File: config.mk
export PLATFORM = sky130hd
export DESIGN_NAME = alu_exec
export DESIGN_NICKNAME = d
export VERILOG_FILES = /design/src/hw/alu_ops_pkg.sv /design/src/hw/sub_unit.sv /design/src/hw/logic_unit.sv /design/src/hw/alu_exec.sv
export SDC_FILE = /design/constraint.sdc
export NUM_CORES = 1
export LEC_CHECK = 0
export BUFFER_PORTS_ARGS = -buffer_cell sky130_fd_sc_hd__buf_2
export CORE_UTILIZATION = 52
export DETAILED_ROUTE_END_ITERATION = 6
export PLACE_DENSITY = 0.84
export SETUP_SLACK_MARGIN = 0.3
export SKIP_LAST_GASP = 1
export SLEW_MARGIN = 10
export SYNTH_ARGS = -nofsm -noshare
export SYNTH_HDL_FRONTEND = slang
export SYNTH_HIERARCHICAL = 1
export SYNTH_SLANG_ARGS = --single-unit
File: constraint.sdc
create_clock -name clock -period 5.3 [get_ports clock]
set_input_delay 0.53 -clock clock [delete_from_list [all_inputs] [get_ports clock]]
set_output_delay 0.53 -clock clock [all_outputs]
set_load 0.05 [all_outputs]
File: src/hw/alu_ops_pkg.sv
/*
  Shared constants and types for the subtract, rotate, swap, exclusive-OR
  and power-down execution unit.
  Assumes a single core clock and an instruction decoder that presents one
  operation at a time.
*/
`default_nettype none
package alu_ops_pkg;

  localparam int DATA_W = 8;
  localparam int ADDR_W = 7;
  localparam int NIB_W  = 4;

  localparam logic [DATA_W-1:0] WORK_RESET    = 8'h00;
  localparam logic [DATA_W-1:0] WATCHDOG_ZERO = 8'h00;
  localparam int WDOG_W                       = 8;
  localparam int PRESC_W                      = 8;

  localparam logic DEST_WORK = 1'b0;
  localparam logic DEST_FILE = 1'b1;

  // Status flag reset levels.
  localparam logic CARRY_RESET = 1'b0;
  localparam logic DIGIT_RESET = 1'b0;
  localparam logic ZERO_RESET  = 1'b0;
  localparam logic TIMEOUT_RESET   = 1'b1;
  localparam logic POWERDOWN_RESET = 1'b1;

  // Operation selector driven by the decoder.
  typedef enum logic [2:0] {
    OP_NONE             = 3'h0,
    OP_SLEEP            = 3'h1,
    SUB_FROM_LITERAL_OP = 3'h2,
    ROTATE_RIGHT_CARRY_OP = 3'h3,
    SUB_FROM_FILE_OP    = 3'h4,
    NIBBLE_SWAP_OP      = 3'h5,
    XOR_LITERAL_OP      = 3'h6,
    XOR_FILE_OP         = 3'h7
  } op_e;

  typedef enum logic [0:0] {
    RUN_ST   = 1'b0,
    SLEEP_ST = 1'b1
  } run_e;

endpackage
`default_nettype wire

File: src/hw/sub_unit.sv
/*
  Two's complement subtractor: minuend minus subtrahend with carry and
  digit carry meaning "no borrow".
  Assumes purely combinational use by the execution unit.
*/
`timescale 1ns/1ps
`default_nettype none
module sub_unit
  import alu_ops_pkg::*;
(
  // Operands.
  input  wire logic [DATA_W-1:0] minuend,
  input  wire logic [DATA_W-1:0] subtrahend,
  // Results.
  output logic      [DATA_W-1:0] diff,
  output logic                   no_borrow,
  output logic                   nib_no_borrow
);

  logic [DATA_W:0] full;
  logic [NIB_W:0]  low;

  always_comb begin
    // Adding the complement plus one gives carry out equal to not-borrow.
    full = {1'b0, minuend} + {1'b0, ~subtrahend} + {{DATA_W{1'b0}}, 1'b1};
    low  = {1'b0, minuend[NIB_W-1:0]} + {1'b0, ~subtrahend[NIB_W-1:0]}
         + {{NIB_W{1'b0}}, 1'b1};
    diff          = full[DATA_W-1:0];
    no_borrow     = full[DATA_W];
    nib_no_borrow = low[NIB_W];
  end

endmodule // sub_unit
`default_nettype wire

File: src/hw/logic_unit.sv
/*
  Bitwise and shift unit: right rotate through carry, nibble swap and
  exclusive-OR.
  Assumes purely combinational use by the execution unit.
*/
`timescale 1ns/1ps
`default_nettype none
module logic_unit
  import alu_ops_pkg::*;
(
  // Operands.
  input  wire logic [DATA_W-1:0] file_val,
  input  wire logic [DATA_W-1:0] other_val,
  input  wire logic              carry_in,
  // Results.
  output logic      [DATA_W-1:0] rot_val,
  output logic                   rot_carry,
  output logic      [DATA_W-1:0] swap_val,
  output logic      [DATA_W-1:0] xor_val
);

  always_comb begin
    rot_val   = {carry_in, file_val[DATA_W-1:1]};
    rot_carry = file_val[0];
    swap_val  = {file_val[NIB_W-1:0], file_val[DATA_W-1:NIB_W]};
    xor_val   = file_val ^ other_val;
  end

endmodule // logic_unit
`default_nettype wire

File: src/hw/alu_exec.sv
/*
  Execution unit for power-down, subtraction, right rotate, nibble swap and
  exclusive-OR operations of an 8-bit core.
  Assumes the decoder gives one operation per valid cycle, the file register
  value is already read, and the file write port accepts the write pulse.
*/
// Strobed register access and the address map were left to the implementer.
`timescale 1ns/1ps
`default_nettype none
module alu_exec
  import alu_ops_pkg::*;
(
  // Clock and reset.
  input  wire logic              clock,
  input  wire logic              rst,
  // Decoded operation.
  input  wire logic              op_valid,
  input  wire op_e               op,
  input  wire logic [DATA_W-1:0] literal,
  input  wire logic [ADDR_W-1:0] file_addr,
  input  wire logic              dest_sel,
  // File register read data for file_addr.
  input  wire logic [DATA_W-1:0] file_rdata,
  // Wake event from outside, leaves the sleep state.
  input  wire logic              wake,
  // File register write port.
  output logic                   file_we,
  output logic      [ADDR_W-1:0] file_waddr,
  output logic      [DATA_W-1:0] file_wdata,
  // Working register and status.
  output logic      [DATA_W-1:0] work_reg,
  output logic                   carry_flag,
  output logic                   digit_carry_flag,
  output logic                   zero_flag,
  output logic                   time_out_flag,
  output logic                   power_down_flag,
  // Watchdog and oscillator control.
  output logic      [WDOG_W-1:0] watchdog_counter,
  output logic                   watchdog_clear,
  output logic                   prescaler_clear,
  output logic                   osc_stop,
  output logic                   sleeping
);

  typedef struct packed {
    logic [DATA_W-1:0] work;
    logic              c;
    logic              dcarry;
    logic              z;
    logic              tout;
    logic              pdown;
    logic [WDOG_W-1:0] wdog;
    logic              wd_clr;
    logic              ps_clr;
    logic              we;
    logic [ADDR_W-1:0] waddr;
    logic [DATA_W-1:0] wdata;
    run_e              run;
  } state_s;

  state_s st_q;
  state_s st_d;

  logic [DATA_W-1:0] sub_a;
  logic [DATA_W-1:0] diff;
  logic              nb;
  logic              nnb;
  logic [DATA_W-1:0] rot_val;
  logic              rot_c;
  logic [DATA_W-1:0] swap_val;
  logic [DATA_W-1:0] bit_src;
  logic [DATA_W-1:0] xor_val;

  // Result sources on the shared result path.
  typedef enum logic [1:0] {
    RES_DIFF = 2'b00,
    RES_ROT  = 2'b01,
    RES_SWAP = 2'b10,
    RES_XOR  = 2'b11
  } res_e;

  // What one operation may change; every part not marked here holds.
  typedef struct packed {
    logic power_down;
    logic has_dest;
    logic to_work;
    logic upd_c;
    logic upd_dc;
    logic upd_z;
    res_e src;
  } effect_s;

  effect_s           eff;
  logic [DATA_W-1:0] res;

  // Store a result to the working or file register as dest selects.
  function automatic state_s route(
    input logic              d,
    input logic [DATA_W-1:0] v,
    input state_s            s
  );
    state_s t;
    t = s;
    if (d == DEST_FILE) begin
      t.we    = 1'b1;
      t.wdata = v;
    end else begin
      t.work  = v;
    end
    route = t;
  endfunction

  // The flag table, one full row per operation: keeping every field in each
  // row makes a missing or stray flag update visible at a glance.
  function automatic effect_s op_effect(input op_e o);
    effect_s e;
    case (o)
      OP_SLEEP: begin
        e.power_down = 1'b1;
        e.has_dest   = 1'b0;
        e.to_work    = 1'b0;
        e.upd_c      = 1'b0;
        e.upd_dc     = 1'b0;
        e.upd_z      = 1'b0;
        e.src        = RES_DIFF;
      end
      SUB_FROM_LITERAL_OP: begin
        e.power_down = 1'b0;
        e.has_dest   = 1'b0;
        e.to_work    = 1'b1;
        e.upd_c      = 1'b1;
        e.upd_dc     = 1'b1;
        e.upd_z      = 1'b1;
        e.src        = RES_DIFF;
      end
      SUB_FROM_FILE_OP: begin
        e.power_down = 1'b0;
        e.has_dest   = 1'b1;
        e.to_work    = 1'b0;
        e.upd_c      = 1'b1;
        e.upd_dc     = 1'b1;
        e.upd_z      = 1'b1;
        e.src        = RES_DIFF;
      end
      ROTATE_RIGHT_CARRY_OP: begin
        e.power_down = 1'b0;
        e.has_dest   = 1'b1;
        e.to_work    = 1'b0;
        e.upd_c      = 1'b1;
        e.upd_dc     = 1'b0;
        e.upd_z      = 1'b0;
        e.src        = RES_ROT;
      end
      NIBBLE_SWAP_OP: begin
        e.power_down = 1'b0;
        e.has_dest   = 1'b1;
        e.to_work    = 1'b0;
        e.upd_c      = 1'b0;
        e.upd_dc     = 1'b0;
        e.upd_z      = 1'b0;
        e.src        = RES_SWAP;
      end
      XOR_LITERAL_OP: begin
        e.power_down = 1'b0;
        e.has_dest   = 1'b0;
        e.to_work    = 1'b1;
        e.upd_c      = 1'b0;
        e.upd_dc     = 1'b0;
        e.upd_z      = 1'b1;
        e.src        = RES_XOR;
      end
      XOR_FILE_OP: begin
        e.power_down = 1'b0;
        e.has_dest   = 1'b1;
        e.to_work    = 1'b0;
        e.upd_c      = 1'b0;
        e.upd_dc     = 1'b0;
        e.upd_z      = 1'b1;
        e.src        = RES_XOR;
      end
      default: begin
        e.power_down = 1'b0;
        e.has_dest   = 1'b0;
        e.to_work    = 1'b0;
        e.upd_c      = 1'b0;
        e.upd_dc     = 1'b0;
        e.upd_z      = 1'b0;
        e.src        = RES_DIFF;
      end
    endcase
    op_effect = e;
  endfunction

  // Picks the value that the operation stores.
  function automatic logic [DATA_W-1:0] pick_result(
    input res_e              src,
    input logic [DATA_W-1:0] d,
    input logic [DATA_W-1:0] r,
    input logic [DATA_W-1:0] s,
    input logic [DATA_W-1:0] x
  );
    case (src)
      RES_DIFF: pick_result = d;
      RES_ROT:  pick_result = r;
      RES_SWAP: pick_result = s;
      RES_XOR:  pick_result = x;
      default:  pick_result = d;
    endcase
  endfunction

  // Rotate takes its carry from the bit shifted out; the subtracts take it
  // from the borrow out of the full-width difference.
  function automatic logic pick_carry(input res_e src, input logic rc,
                                      input logic sc);
    if (src == RES_ROT) begin
      pick_carry = rc;
    end else begin
      pick_carry = sc;
    end
  endfunction

  function automatic logic is_zero(input logic [DATA_W-1:0] v);
    is_zero = (v == {DATA_W{1'b0}});
  endfunction

  always_comb begin
    sub_a     = (op == SUB_FROM_LITERAL_OP) ? literal : file_rdata;
    bit_src   = (op == XOR_LITERAL_OP) ? literal : file_rdata;
  end

  sub_unit u_sub (
    .minuend       (sub_a),
    .subtrahend    (st_q.work),
    .diff          (diff),
    .no_borrow     (nb),
    .nib_no_borrow (nnb)
  );

  logic_unit u_logic (
    .file_val  (bit_src),
    .other_val (st_q.work),
    .carry_in  (st_q.c),
    .rot_val   (rot_val),
    .rot_carry (rot_c),
    .swap_val  (swap_val),
    .xor_val   (xor_val)
  );

  always_comb begin
    eff         = op_effect(op);
    res         = pick_result(eff.src, diff, rot_val, swap_val, xor_val);
    st_d        = st_q;
    st_d.we     = 1'b0;
    st_d.wd_clr = 1'b0;
    st_d.ps_clr = 1'b0;
    st_d.waddr  = file_addr;
    case (st_q.run)
      SLEEP_ST: begin
        // Instructions are not executed while the oscillator is stopped.
        if (wake) begin
          st_d.run = RUN_ST;
        end
      end
      RUN_ST: begin
        if (op_valid && eff.power_down) begin
          st_d.wdog   = WATCHDOG_ZERO;
          st_d.wd_clr = 1'b1;
          st_d.ps_clr = 1'b1;
          st_d.tout   = 1'b1;
          st_d.pdown  = 1'b0;
          st_d.run    = SLEEP_ST;
        end
        // Literal operations have no destination bit and always hit work.
        if (op_valid && eff.has_dest) begin
          st_d = route(dest_sel, res, st_d);
        end
        if (op_valid && eff.to_work) begin
          st_d.work = res;
        end
        if (op_valid && eff.upd_c) begin
          st_d.c = pick_carry(eff.src, rot_c, nb);
        end
        if (op_valid && eff.upd_dc) begin
          st_d.dcarry = nnb;
        end
        if (op_valid && eff.upd_z) begin
          st_d.z = is_zero(res);
        end
      end
      default: begin
        st_d.run = RUN_ST;
      end
    endcase
  end

  always_ff @(posedge clock) begin
    if (rst) begin
      st_q.work   <= WORK_RESET;
      st_q.c      <= CARRY_RESET;
      st_q.dcarry <= DIGIT_RESET;
      st_q.z      <= ZERO_RESET;
      st_q.tout   <= TIMEOUT_RESET;
      st_q.pdown  <= POWERDOWN_RESET;
      st_q.wdog   <= WATCHDOG_ZERO;
      st_q.wd_clr <= 1'b0;
      st_q.ps_clr <= 1'b0;
      st_q.we     <= 1'b0;
      st_q.waddr  <= {ADDR_W{1'b0}};
      st_q.wdata  <= WORK_RESET;
      st_q.run    <= RUN_ST;
    end else begin
      st_q <= st_d;
    end
  end

  always_comb begin
    file_we          = st_q.we;
    file_waddr       = st_q.waddr;
    file_wdata       = st_q.wdata;
    work_reg         = st_q.work;
    carry_flag       = st_q.c;
    digit_carry_flag = st_q.dcarry;
    zero_flag        = st_q.z;
    time_out_flag    = st_q.tout;
    power_down_flag  = st_q.pdown;
    watchdog_counter = st_q.wdog;
    watchdog_clear   = st_q.wd_clr;
    prescaler_clear  = st_q.ps_clr;
    osc_stop         = (st_q.run == SLEEP_ST);
    sleeping         = (st_q.run == SLEEP_ST);
  end

endmodule // alu_exec
`default_nettype wire

==> metrics <==
status=completed; Clock Tree Root=clkbuf_8; clock share of power=0.267; WL final=approximately 4.9 mm; Top FF cell, synth=dfxtp_1; FF-to-FF Start=work_reg[1]$_SDFFE_PP0P_; Async SR Flop Fraction=0; Fin. Hold Viols=0; DR iter-0 viols=74; row cnt=24; GRT met1 Usage=0.280; num ports=slightly above 70; via count=between 1500 and 2000; placed insts=345; Comb power frac=0.387; drt first pass iters=4; GRT overflow=0; drt wl/cell=13.9 µm; Hold WS=0.447 ns; number of global-route vias before repair=1778; CP Capture Point=zero_flag$_SDFFE_PP0P_; initial antenna violation count=0; Critical Path RT=5.49 ns; crit start category=primary input; synthesized cell area=roughly 2400 µm²; Setup Skew=roughly 0.0063 ns; Crit-path slowest cell=mux2_2; cell mode on critical path=o22ai_1; area growth from synthesis to layout=9.34%; Top Usage Layer GRT=met2; Die X=approximately 69 µm; Max transition margin=0.626; fin crit share=0.649; port bufs=62; Post-synth EDFFs=0; # resized after CTS=0; CP peak stage delay=between 0.4 and 0.5 ns; Distinct cells, synth=54; grt met2 use=0.331; Yosys warnings=6; Die Area=slightly below 5000 µm²; Ant. Diodes=0; reg2reg end=zero_flag$_SDFFE_PP0P_; XOR/XNOR Fraction of Synth Area=0.0520; drt via density=5.29; Crit Path Class=in -> reg; # setup viols final=0; CTS tree=done; CTS clk-pin slew, worst paths=~0.070 ns; H-tree depth=2; Worst R2R Setup Slack=about 2.9 ns; LEAKAGE=1.28 nW; simple-gate share of the synthesized area=0.185; Filler cells=384; Setup crit start=op[2]; internal power=roughly 0.00045 W; layout cells sized above 1=0.309; RSZ-0062 raised after global routing=no; crit end category=flip-flop; Buf/Inv on CP=1; Power Dens Cells=around 280 nW/µm²; Avg Synthesized Cell Area=approximately 9 µm²; clk_lat worst skew=about 0.29 ns; Final nets=340; Final WS setup=about 1.9 ns; clock sinks=30; first-pass GRT wire length=~8 mm; sw frac=0.384; Max IR drop VDD=around 0.21 mV; Power, Total=roughly 0.00073 W; max cap viols=0; worst-path fanout max=27; Final min period=roughly 3.4 ns; cell depth of the worst setup path=14; Least-Margin Pin Slew=0.560 ns; Final Max Slew Viols=0; Top Family by Delay on Critical Path=simple AND/OR/NAND/NOR gates; Longest Clk Path Bufs=2; Synth Area in Compound Gates=0.165; Place WS=about 1.6 ns; met3 global-route usage=0.0305; HPWL after detailed placement=between 3 and 4 mm; post-synth top area share=0.255; Worst Reg2Reg Path Length in Cells=11; GPL Wtd Cong=0.882; die height=69.3 µm; Remaining DRCs=0; sequential area share after synthesis=0.255; CTS buffer count=5; cells after synthesis=roughly 260; crit-path cells=buf_2, nand2b_1, nor2_2, mux2_2, ha_1, nor2b_1, o211ai_1, a21boi_0, o22ai_1, xnor2_1, o22ai_1, a21oi_1, and4b_1, a31o_1; Antenna Nets Post-Route=0; Hold/Removal Path Class=in -> reg; fin cells=around 350; Yosys reg bits=30; Area contributors post-synth=dfxtp_1 (25%), buf_4 (9.2%), mux2i_1 (7.2%); Synth area leader=dfxtp_1; CP arrival=about 3.6 ns; largest family of logic cells by synthesized area=simple AND/OR/NAND/NOR gates; Synth Area in Adders=0.0557; Peak Freq=0.291 GHz; core area=4350 µm²; Post-synth top cells=dfxtp_1 (30), nor2_1 (30), buf_4 (29), mux2i_1 (17), nor2b_1 (16); P_sw=about 0.00028 W; postcts setup bufs=0; largest net degree at the start of global routing=32; post-synthesis mux area share=0.149; total track usage=0.209; sequential share of power=0.347; hold-fix buffers at CTS=0; setup_tns=0 ns; initial core utilization=0.541
-- worst reg2reg max path, stage by stage, from the launching register on --
cell and delay, ns:
dfxtp_1 0.44, inv_1 0.08, ha_1 0.28, nor2b_1 0.17, o211ai_1 0.09, a21boi_0 0.29
o22ai_1 0.16, xnor2_1 0.16, o22ai_1 0.12, a21oi_1 0.15, and4b_1 0.20, a31o_1 0.20
-- area by class of cell --
type	instances	area, µm²	area share
clock buffer	6	82.6	0.0320
timing repair buffer	62	310	0.120
sequential	30	601	0.233
tap	52	65.1	0.0252
inverter	12	45.0	0.0175
multi-input combinational	189	1460	0.567
clock inverter	2	12.5	0.00485
-- power by group through the flow --
stage                     registers (W)  logic, W  clock network (W)
after global placement         0.000256  0.000277                  0
final                          0.000252  0.000281           0.000194
after floorplan                0.000303  0.000194                  0
after CTS                      0.000252  0.000281           0.000199
after detailed placement       0.000257  0.000279                  0
after global routing           0.000253  0.000303           0.000208
-- metal layers --
metal	share of wire	routed length, µm	up-vias
li1	-	-	939
met1	0.47	2330	859
met2	0.46	2250	58
met3	0.047	230	10
met4	0.020	99	0
met5	0	0	-
-- worst min-delay path by stage --
stage | startpoint | to | slack [ns] | cells past startpoint
2_1_floorplan | file_addr[0] | file_waddr[0]$_SDFF_PP0_ | 0.66 | 1
3_3_place_gp | digit_carry_flag$_SDFFE_PP0P_ | digit_carry_flag$_SDFFE_PP0P_ | 0.44 | 2
3_5_place_dp | digit_carry_flag$_SDFFE_PP0P_ | digit_carry_flag$_SDFFE_PP0P_ | 0.45 | 2
4_1_cts | file_addr[0] | file_waddr[0]$_SDFF_PP0_ | 0.44 | 2
5_1_grt | file_addr[1] | file_waddr[1]$_SDFF_PP0_ | 0.45 | 2
6_report | file_addr[6] | file_waddr[6]$_SDFF_PP0_ | 0.45 | 2
-- kinds of logic (layout without fill, tap and decap cells) --
family | Yosys count | after routing
xor gates and xnor gates | 14 | 14
AOI/OAI and AO/OA | 45 | 45
and+or+nand+nor | 78 | 78
muxes | 33 | 33
buffers and inverters | 51 | 82
DFF | 30 | 30
other | 2 | 9
adders and majority gates | 10 | 10
-- layout by cell type (no fill, tap or decap), types with 7 or more instances in the layout --
cell     netlist  layout
nor2b_1       16      16
inv_1         12      12
o22ai_1        7       7
mux2_1         8       8
ha_1           8       8
mux2_2         8       8
mux2i_1       17      17
buf_2          5      62
xor2_1         9       9
a21oi_1        8       8
nor2_1        30      30
o21a_1         9       9
dfxtp_1       30      30
conb_1         2       9
-- metrics by stage --
stage | util | cell area (µm²)
6_report | 0.592 | 2580
5_1_grt | 0.592 | 2580
4_1_cts | 0.592 | 2580
3_5_place_dp | 0.570 | 2480
3_3_place_gp | 0.570 | 2480
2_1_floorplan | - | 2380
Power figures use the tool's default switching activity.
